**src/design/hw_monitor_consts.vh**
```
`ifndef HW_MONITOR_CONSTS_VH
`define HW_MONITOR_CONSTS_VH

`define HWM_ADDR_STATUS_ONE   8'h41
`define HWM_ADDR_STATUS_TWO   8'h42
`define HWM_ADDR_MASK_TWO     8'h44
`define HWM_ADDR_COMPAT       8'h45
`define HWM_ADDR_CASE_CLR     8'h46
`define HWM_ADDR_VCODE_FAN    8'h47
`define HWM_ADDR_BUS_ADDR     8'h48
`define HWM_ADDR_VCODE_IDENT  8'h49
`define HWM_ADDR_TEMP_CFG     8'h4B

`define HWM_RST_MASK_TWO      8'h00
`define HWM_RST_COMPAT        8'h00
`define HWM_RST_CASE_CLR      7'h00
`define HWM_RST_FAN_DIV       4'h5
`define HWM_RST_ADDR_FIXED    5'h0B
`define HWM_RST_TEMP_CFG      7'h01
`define HWM_IDENT_DEFAULT     7'h00

`define HWM_MSK_PLUS12        0
`define HWM_MSK_CORE2         1
`define HWM_MSK_CASE          4
`define HWM_MSK_RESET_EN      7
`define HWM_CASE_CLR_BIT      7
`define HWM_ST1_TEMP          4

`define HWM_TMODE_ONCE        2'h1
`define HWM_TMODE_CMP         2'h2

`define HWM_PULSE_MS          20
`define HWM_CLK_KHZ           25000

`endif

```
**src/design/low_pulse_timer.v**
```verilog
`timescale 1ns/1ps
`default_nettype none
// holds a low pulse for a fixed count; restart requests while busy are ignored
module low_pulse_timer #(
   parameter         CYCLES = 500000
) (
   // clock and reset
   input  wire        clock,
   input  wire        rst,
   // control
   input  wire        start,
   output reg         active_ff,
   output reg         done_ff
);
   reg  [19:0] count_ff;

   always @(posedge clock) begin
      if (rst) begin
         active_ff <= 1'b0;
         done_ff   <= 1'b0;
         count_ff  <= 20'h00000;
      end else begin
         done_ff <= 1'b0;
         if (!active_ff) begin
            if (start) begin
               active_ff <= 1'b1;
               count_ff  <= CYCLES[19:0] - 20'h00001;
            end
         end else if (count_ff == 20'h00000) begin
            active_ff <= 1'b0;
            done_ff   <= 1'b1;
         end else begin
            count_ff <= count_ff - 20'h00001;
         end
      end
   end
endmodule
`default_nettype wire

```
**src/design/temp_alarm.v**
```verilog
`timescale 1ns/1ps
`default_nettype none
`include "hw_monitor_consts.vh"
module temp_alarm (
   // clock and reset
   input  wire        clock,
   input  wire        rst,
   // mode and measurement
   input  wire [1:0]  mode,
   input  wire        conv_done,
   input  wire        above_hot,
   input  wire        below_hyst,
   input  wire        status_rd,
   // flag
   output reg         flag_ff
);
   reg  hot_ff;
   reg  armed_ff;
   reg  nxt_flag;

   always @* begin
      nxt_flag = flag_ff;
      if (mode == `HWM_TMODE_CMP) begin
         nxt_flag = above_hot;
      end else begin
         if (status_rd)
            nxt_flag = 1'b0;
         // set after the clear so a same-cycle event is kept
         if (conv_done) begin
            if (mode == `HWM_TMODE_ONCE) begin
               if (above_hot && armed_ff)
                  nxt_flag = 1'b1;
            end else if (above_hot || (hot_ff && !below_hyst)) begin
               nxt_flag = 1'b1;
            end
         end
      end
   end

   always @(posedge clock) begin
      if (rst) begin
         flag_ff  <= 1'b0;
         hot_ff   <= 1'b0;
         armed_ff <= 1'b1;
      end else begin
         flag_ff <= nxt_flag;
         if (conv_done) begin
            if (above_hot)
               hot_ff <= 1'b1;
            else if (below_hyst)
               hot_ff <= 1'b0;
            if (above_hot)
               armed_ff <= 1'b0;
            else if (below_hyst)
               armed_ff <= 1'b1;
         end
      end
   end
endmodule
`default_nettype wire

```
**src/design/hw_monitor_config_regs.v**
```verilog
`timescale 1ns/1ps
`default_nettype none
`include "hw_monitor_consts.vh"
module hw_monitor_config_regs #(
   parameter         PULSE_CYCLES = `HWM_PULSE_MS * `HWM_CLK_KHZ,
   parameter [6:0]   IDENT_CODE   = `HWM_IDENT_DEFAULT  // arbitrary value
) (
   // clock and reset
   input  wire        clock,
   input  wire        rst,
   // register access
   input  wire [7:0]  reg_addr,
   input  wire        reg_wr,
   input  wire        reg_rd,
   input  wire [7:0]  reg_wdata,
   output reg  [7:0]  reg_rdata_ff,
   // main configuration register, held outside
   input  wire        cfg_int_enable,
   input  wire        cfg_reset_req,
   output reg         reset_started_ff,
   // strap and voltage code pins
   input  wire [3:0]  core_voltage_code,
   input  wire        core_voltage_code_bit4,
   input  wire        addr_strap_low,
   input  wire        addr_strap_high,
   // limit comparison results
   input  wire        plus12_err,
   input  wire        second_core_supply_err,
   input  wire        conv_done,
   input  wire        temp_above_hot,
   input  wire        temp_below_hyst,
   input  wire        temp_half_lsb,
   // chassis intrusion pin, open drain
   input  wire        case_open_in,
   output wire        case_open_oe,
   // reset pin, open drain
   output wire        reset_pin_oe,
   // interrupt pin, active low
   output reg         irq_n_ff,
   output reg         irq_oe_ff,
   // fan prescale and bus address
   output reg  [3:0]  tach_input_one_div_ff,
   output reg  [3:0]  tach_input_two_div_ff,
   output wire [6:0]  bus_address
);

   function [3:0] prescale_ratio;
      input [1:0] code;
      begin
         case (code)
            2'h0:    prescale_ratio = 4'h1;
            2'h1:    prescale_ratio = 4'h2;
            2'h2:    prescale_ratio = 4'h4;
            default: prescale_ratio = 4'h8;
         endcase
      end
   endfunction

   function hit;
      input [7:0] a;
      input [7:0] b;
      begin
         hit = (a == b);
      end
   endfunction

   // the three sources that mask two can gate, plus the temperature flag
   // temperature flag bypasses mask two, mask one sits outside this block
   function pending_irq;
      input [7:0] status;
      input [7:0] mask;
      input       temp;
      reg   [7:0] gated;
      begin
         gated       = status & ~mask &
                       ((8'h01 << `HWM_MSK_PLUS12) |
                        (8'h01 << `HWM_MSK_CORE2) |
                        (8'h01 << `HWM_MSK_CASE));
         pending_irq = (|gated) || temp;
      end
   endfunction

   // register storage
   reg  [7:0] interrupt_mask_two_ff;
   reg  [7:0] compat_spare_byte_ff;
   reg  [6:0] case_clr_spare_ff;
   reg        case_clr_ff;
   reg  [1:0] fan_one_code_ff;
   reg  [1:0] fan_two_code_ff;
   reg  [7:0] bus_address_reg_ff;
   reg  [6:0] ident_spare_ff;
   reg  [6:0] temperature_config_ff;
   reg  [7:0] status_two_ff;
   reg        case_prev_ff;

   reg  [7:0] nxt_status_two;
   reg  [7:0] nxt_rdata;
   reg        nxt_case_clr;
   reg        nxt_irq_oe;
   reg  [3:0] nxt_div_one;
   reg  [3:0] nxt_div_two;
   wire [3:0] fan_rst_code = `HWM_RST_FAN_DIV;

   wire       wr_mask   = reg_wr && hit(reg_addr, `HWM_ADDR_MASK_TWO);
   wire       wr_compat = reg_wr && hit(reg_addr, `HWM_ADDR_COMPAT);
   wire       wr_clr    = reg_wr && hit(reg_addr, `HWM_ADDR_CASE_CLR);
   wire       wr_fan    = reg_wr && hit(reg_addr, `HWM_ADDR_VCODE_FAN);
   wire       wr_baddr  = reg_wr && hit(reg_addr, `HWM_ADDR_BUS_ADDR);
   wire       wr_ident  = reg_wr && hit(reg_addr, `HWM_ADDR_VCODE_IDENT);
   wire       wr_tcfg   = reg_wr && hit(reg_addr, `HWM_ADDR_TEMP_CFG);
   wire       rd_st1    = reg_rd && hit(reg_addr, `HWM_ADDR_STATUS_ONE);
   wire       rd_st2    = reg_rd && hit(reg_addr, `HWM_ADDR_STATUS_TWO);

   wire       case_pulse_active;
   wire       case_pulse_done;
   wire       rst_pulse_active;
   wire       temp_flag;

   // a written 1 sets the bit, but starts no new pulse while one is running
   wire       case_start = wr_clr && reg_wdata[`HWM_CASE_CLR_BIT];
   wire       rst_start  = cfg_reset_req &&
                           interrupt_mask_two_ff[`HWM_MSK_RESET_EN];

   // our own low pulse would look like an intrusion edge, so ignore the pin then
   wire       case_rise  = case_open_in && !case_prev_ff && !case_pulse_active;

   // both pulses share one length, the minimum width at the nominal clock
   low_pulse_timer #(
      .CYCLES      (PULSE_CYCLES)
   ) u_case_pulse (
      .clock       (clock),
      .rst         (rst),
      .start       (case_start),
      .active_ff   (case_pulse_active),
      .done_ff     (case_pulse_done)
   );

   low_pulse_timer #(
      .CYCLES      (PULSE_CYCLES)
   ) u_reset_pulse (
      .clock       (clock),
      .rst         (rst),
      .start       (rst_start),
      .active_ff   (rst_pulse_active),
      .done_ff     ()
   );

   temp_alarm u_temp_alarm (
      .clock       (clock),
      .rst         (rst),
      .mode        (temperature_config_ff[1:0]),
      .conv_done   (conv_done),
      .above_hot   (temp_above_hot),
      .below_hyst  (temp_below_hyst),
      .status_rd   (rd_st1),
      .flag_ff     (temp_flag)
   );

   assign case_open_oe = case_pulse_active;
   assign reset_pin_oe = rst_pulse_active;
   assign bus_address  = bus_address_reg_ff[6:0];

   // status two: read clears what was returned, a new event wins over the clear
   always @* begin
      nxt_status_two = status_two_ff;
      if (rd_st2)
         nxt_status_two = 8'h00;
      if (plus12_err)
         nxt_status_two[`HWM_MSK_PLUS12] = 1'b1;
      if (second_core_supply_err)
         nxt_status_two[`HWM_MSK_CORE2] = 1'b1;
      if (case_rise)
         nxt_status_two[`HWM_MSK_CASE] = 1'b1;
   end

   // start wins, so a rewrite in the cycle the pulse ends is kept
   always @* begin
      nxt_case_clr = case_clr_ff;
      if (case_pulse_done)
         nxt_case_clr = 1'b0;
      if (case_start)
         nxt_case_clr = 1'b1;
   end

   // unmapped addresses read zero
   always @* begin
      nxt_rdata = 8'h00;
      if (hit(reg_addr, `HWM_ADDR_STATUS_ONE)) begin
         nxt_rdata[`HWM_ST1_TEMP] = temp_flag;
      end else if (hit(reg_addr, `HWM_ADDR_STATUS_TWO)) begin
         nxt_rdata = status_two_ff;
      end else if (hit(reg_addr, `HWM_ADDR_MASK_TWO)) begin
         nxt_rdata = interrupt_mask_two_ff;
      end else if (hit(reg_addr, `HWM_ADDR_COMPAT)) begin
         nxt_rdata = compat_spare_byte_ff;
      end else if (hit(reg_addr, `HWM_ADDR_CASE_CLR)) begin
         nxt_rdata = {case_clr_ff, case_clr_spare_ff};
      end else if (hit(reg_addr, `HWM_ADDR_VCODE_FAN)) begin
         nxt_rdata = {fan_two_code_ff, fan_one_code_ff, core_voltage_code};
      end else if (hit(reg_addr, `HWM_ADDR_BUS_ADDR)) begin
         nxt_rdata = bus_address_reg_ff;
      end else if (hit(reg_addr, `HWM_ADDR_VCODE_IDENT)) begin
         nxt_rdata = {ident_spare_ff, core_voltage_code_bit4};
      end else if (hit(reg_addr, `HWM_ADDR_TEMP_CFG)) begin
         nxt_rdata = {temp_half_lsb, temperature_config_ff};
      end else begin
         nxt_rdata = 8'h00;
      end
   end

   // interrupt mask two, compatibility byte, spare bits of the clear register
   always @(posedge clock) begin
      if (rst) begin
         interrupt_mask_two_ff <= `HWM_RST_MASK_TWO;
         compat_spare_byte_ff  <= `HWM_RST_COMPAT;
         case_clr_spare_ff     <= `HWM_RST_CASE_CLR;
      end else begin
         if (wr_mask)
            interrupt_mask_two_ff <= reg_wdata;
         if (wr_compat)
            compat_spare_byte_ff <= reg_wdata;
         if (wr_clr)
            case_clr_spare_ff <= reg_wdata[6:0];
      end
   end

   // fan prescale codes and bus address
   always @(posedge clock) begin
      if (rst) begin
         fan_one_code_ff       <= fan_rst_code[1:0];
         fan_two_code_ff       <= fan_rst_code[3:2];
         // straps are sampled by this clocked reset, not held afterwards
         bus_address_reg_ff    <= {1'b0, `HWM_RST_ADDR_FIXED,
                                   addr_strap_high, addr_strap_low};
      end else begin
         if (wr_fan) begin
            fan_one_code_ff <= reg_wdata[5:4];
            fan_two_code_ff <= reg_wdata[7:6];
         end
         // bit 7 is never written, so it keeps reading zero
         if (wr_baddr)
            bus_address_reg_ff[6:0] <= reg_wdata[6:0];
      end
   end

   // spare identification bits and temperature mode
   always @(posedge clock) begin
      if (rst) begin
         ident_spare_ff        <= IDENT_CODE;
         temperature_config_ff <= `HWM_RST_TEMP_CFG;
      end else begin
         if (wr_ident)
            ident_spare_ff <= reg_wdata[7:1];
         if (wr_tcfg)
            temperature_config_ff <= reg_wdata[6:0];
      end
   end

   // status, self-clearing bit, read data
   always @(posedge clock) begin
      if (rst) begin
         status_two_ff    <= 8'h00;
         case_clr_ff      <= 1'b0;
         case_prev_ff     <= 1'b0;
         reg_rdata_ff     <= 8'h00;
         reset_started_ff <= 1'b0;
      end else begin
         status_two_ff    <= nxt_status_two;
         case_clr_ff      <= nxt_case_clr;
         case_prev_ff     <= case_open_in;
         if (reg_rd)
            reg_rdata_ff <= nxt_rdata;
         // tells the configuration register to drop its reset bit
         reset_started_ff <= rst_start && !rst_pulse_active;
      end
   end

   // next values of the interrupt pin and the prescale outputs
   always @* begin
      nxt_irq_oe  = cfg_int_enable &&
                    pending_irq(status_two_ff, interrupt_mask_two_ff,
                                temp_flag);
      nxt_div_one = prescale_ratio(fan_one_code_ff);
      nxt_div_two = prescale_ratio(fan_two_code_ff);
   end

   // interrupt pin and prescale outputs
   always @(posedge clock) begin
      if (rst) begin
         irq_n_ff              <= 1'b1;
         irq_oe_ff             <= 1'b0;
         tach_input_one_div_ff <= prescale_ratio(fan_rst_code[1:0]);
         tach_input_two_div_ff <= prescale_ratio(fan_rst_code[3:2]);
      end else begin
         irq_n_ff              <= !nxt_irq_oe;
         irq_oe_ff             <= nxt_irq_oe;
         tach_input_one_div_ff <= nxt_div_one;
         tach_input_two_div_ff <= nxt_div_two;
      end
   end

endmodule
`default_nettype wire

```
**config.mk**
```make
export PLATFORM = sky130hd
export DESIGN_NAME = hw_monitor_config_regs
export DESIGN_NICKNAME = d
export VERILOG_FILES = /design/src/design/low_pulse_timer.v /design/src/design/temp_alarm.v /design/src/design/hw_monitor_config_regs.v
export VERILOG_INCLUDE_DIRS = /design/src /design/src/design
export SDC_FILE = /design/constraint.sdc
export NUM_CORES = 1
export LEC_CHECK = 0
export BUFFER_PORTS_ARGS = -buffer_cell sky130_fd_sc_hd__buf_2
export CORE_MARGIN = 3
export CORE_UTILIZATION = 56
export CTS_BUF_LIST = sky130_fd_sc_hd__clkbuf_8 sky130_fd_sc_hd__clkbuf_16
export CTS_CLUSTER_DIAMETER = 150
export DETAILED_ROUTE_END_ITERATION = 8
export PLACE_DENSITY = 0.81
export RECOVER_POWER = 100
export SETUP_SLACK_MARGIN = 0.3
export SLEW_MARGIN = 20
export SYNTH_ARGS = -nofsm -noshare
export SYNTH_HDL_FRONTEND = slang
export SYNTH_HIERARCHICAL = 1
export SYNTH_SLANG_ARGS = --single-unit
```
**constraint.sdc**
```tcl
create_clock -name clock -period 4 [get_ports clock]
set_clock_uncertainty 0.15 [all_clocks]
set_input_delay 0 -clock clock [delete_from_list [all_inputs] [get_ports clock]]
set_output_delay 0 -clock clock [all_outputs]
set_load 0.02 [all_outputs]
```
==> metrics.md <==
| Metric | Value |
|---|---|
| CTS root buffer | `clkbuf_8` |
| Total number of vias | `5,826` |
| Hold Vio Cnt, Final | `0` |
| Placed cell areas | `6307 um^2` |
| # nets final | `a little over 800` |
| Starting DRT DRC Count | `623` |
| Die area | `11,970 um^2` |
| Largest net degree at the start of global routing | `58` |
| Clk buf depth | `2` |
| Switch Pwr | `~660 uW` |
| Fillers | `818` |
| Share of cells above drive strength 1 | `11.78%` |
| Residual DRC | `0` |
| Via density | `roughly 6.4` |
| Max Cap Viol | `1` |
| Die X | `109.4 um` |
| Peak supply drop | `0.3332 mV` |
| # rows | `37` |
| Int Power | `2172 uW` |
| YS warnings | `6` |
| Crit path DAT | `3.86 ns` |
| Fin crit period | `3.535 ns` |
| Startpoint Class | `primary input` |
| Logic pwr share | `6.2%` |
| Worst Tran Pin Value | `around 1.9 ns` |
| PD cells | `roughly 390 nW/um^2` |
| Final setup TNS | `0 ns` |
| Total Routed Length | `around 18 mm` |
| Total core area | `10,370 um^2` |
| Critical Path Fanout Max | `14` |
| GRT Util Overall | `30.10%` |
| Slowest cell on the critical path | `dlygate4sd3_1` |
| Syn Inst Count | `just under 700` |
| Num CTS Buffers | `17` |
| CTS tree | `yes` |
| RSZ-0062 raised after global routing | `false` |
| Vias in the first global route | `5,598` |
| # IOs | `64` |
| Worst-path cell chain | `dlygate4sd3_1 > clkbuf_1 > nor4b_2 > dlygate4sd3_1 > clkbuf_1 > and3_1 > nand4b_1 > dlygate4sd3_1 > o211ai_1 > dlygate4sd3_1` |
| Die H | `109.4 um` |
| Post-Synthesis Cell Area | `5987 um^2` |
| Required time of the critical path | `4.32 ns` |
| Design Area, Final | `7189 um^2` |
| Port bufs | `between 60 and 70` |
| Drt first pass iters | `6` |
| RePlAce Congestion | `a little over 0.9` |
| Sequential Power Share | `approximately 42%` |
| GRT overflow | `0` |
| Power share of the clock group | `51.7%` |
| Count of final setup violators | `0` |
| Failing checks | `max-capacitance violations, max-slew violations` |
| Syn Area/Cell | `8.715 um^2` |
| H-tree levels | `4` |
| # diodes | `0` |
| Final antenna-violating net count | `0` |
| Dpl hpwl | `approximately 11 mm` |
| Initial antenna violation count | `0` |
| Min-delay worst type | `primary input to flop` |
| Max-slew headroom | `-30.51%` |
| Switch share | `23.38%` |
| Initial core utilization | `around 58%` |
| Skew-Pair Late Insertion Delay | `between 0.5 and 0.6 ns` |
| Layout area overhead | `20.08%` |
| Count of final max-slew check failures | `8` |
| CP Class | `primary input to flop` |
| Wire per inst | `19.16 um` |
| Final Cycle Share | `88.39%` |
| Crit-path max cell delay | `0.58 ns` |
| Most common cell on crit path | `dlygate4sd3_1` |
| Fmax | `0.2829 GHz` |
| First-pass GRT wire length | `between 20 and 30 mm` |
| Syn_nets | `727` |
| Worst Setup End Kind | `flop` |
| Static Leak | `0.002891 uW` |
| Outcome | `complete, but fails checks` |
| CTS sink cnt | `118` |
| Clock slew seen by the registers of the worst setup and hold paths | `0.06 ns` |
[repair_timing]
item                       in CTS  in global routing
hold endpoints to repair       77                  0
setup endpoints to repair       0                  0
resized for setup               0                  0
hold buffers                   39                  0
setup buffers                   0                  0
[sequential cells by signal, summed over array words and instances, names as in the netlist, 2 cells and up]
signal,cells
compat_spare_byte_ff,8
reg_rdata_ff,8
u_case_pulse/count_ff,20
temperature_config_ff,7
fan_two_code_ff,2
pending_irq.status,3
bus_address_reg_ff,7
ident_spare_ff,7
interrupt_mask_two_ff,8
tach_input_two_div_ff,4
u_reset_pulse/count_ff,20
tach_input_one_div_ff,4
case_clr_spare_ff,7
fan_one_code_ff,2
[worst paths after layout]
path / start / slack, ns / end / cells past startpoint
worst min register to register: temperature_config_ff[4]$_SDFFE_PP0P_ / 0.35 / temperature_config_ff[4]$_SDFFE_PP0P_ / 2
worst min-delay path: reg_addr[5] / 0.04 / reg_rdata_ff[7]$_SDFFE_PP0P_ / 5
worst max-delay path: reg_addr[4] / 0.46 / reg_rdata_ff[0]$_SDFFE_PP0P_ / 10
worst max register to register: u_case_pulse/count_ff[12]$_SDFFE_PP0P_ / 1.42 / u_case_pulse/count_ff[6]$_SDFFE_PP0P_ / 4
[cells in the final DEF, fill, tap and decap left out, types with 12 or more instances in the layout]
| cell type | n |
|---|---|
| nor4_1 | 21 |
| o21ai_0 | 21 |
| dlygate4sd3_1 | 39 |
| clkbuf_1 | 32 |
| nor3_1 | 26 |
| buf_2 | 33 |
| mux2i_1 | 52 |
| nor2b_1 | 14 |
| nand2b_1 | 16 |
| nor2_1 | 77 |
| clkbuf_16 | 16 |
| nand2_1 | 33 |
| and3_1 | 12 |
| dfxtp_1 | 116 |
| a21oi_1 | 43 |
| inv_1 | 28 |
[layer usage]
layer,routed length (um),vias up,share of wire [%],global-route usage (%)
li1,-,2724,-,-
met1,7325,2732,42,38.78
met2,8253,315,47,48.17
met3,1539,55,8.8,6.870
met4,449,0,2.6,13.54
met5,0,-,0,0
[final cells by class]
class	count	area [um^2]	share of cell area (%)
clock buffers	19	441.7	6.143
clock inverters	13	131.4	1.827
inverters	28	105.1	1.462
multi-input cells	498	3276	45.56
flip-flops and latches	118	2382	33.14
well taps	136	170.2	2.367
repair buffers	105	683.2	9.502
[worst max-delay path: cells and delay by family]
family | cells | cell delay [ns]
buffers and inverters | 6 | 2.86
and+or+nand+nor | 3 | 0.90
AOI/OAI and AO/OA | 1 | 0.08
[stage by stage]
step           total power, uW  hold WS, ns  instances  setup WS (ns)  util (%)
3_5_place_dp              1363      0.09163        846          1.224     60.82
6_report                  2835      0.04284        917         0.4646     69.33
2_1_floorplan             1309     -0.07762        687          1.756         -
3_3_place_gp              1359      0.08189        846          1.406     60.82
4_1_cts                   2845      0.03888        917         0.8535     70.11
5_1_grt                   2918      0.07602        917         0.3250     69.33
[power groups by stage]
stage	combinational [uW]	clock, uW	sequential, uW
3_3_place_gp	139	0	1220
5_1_grt	188	1530	1200
4_1_cts	172	1480	1200
3_5_place_dp	142	0	1220
2_1_floorplan	86.3	0	1220
6_report	175	1460	1200
Note: power is estimated with default switching activity, not from simulation.
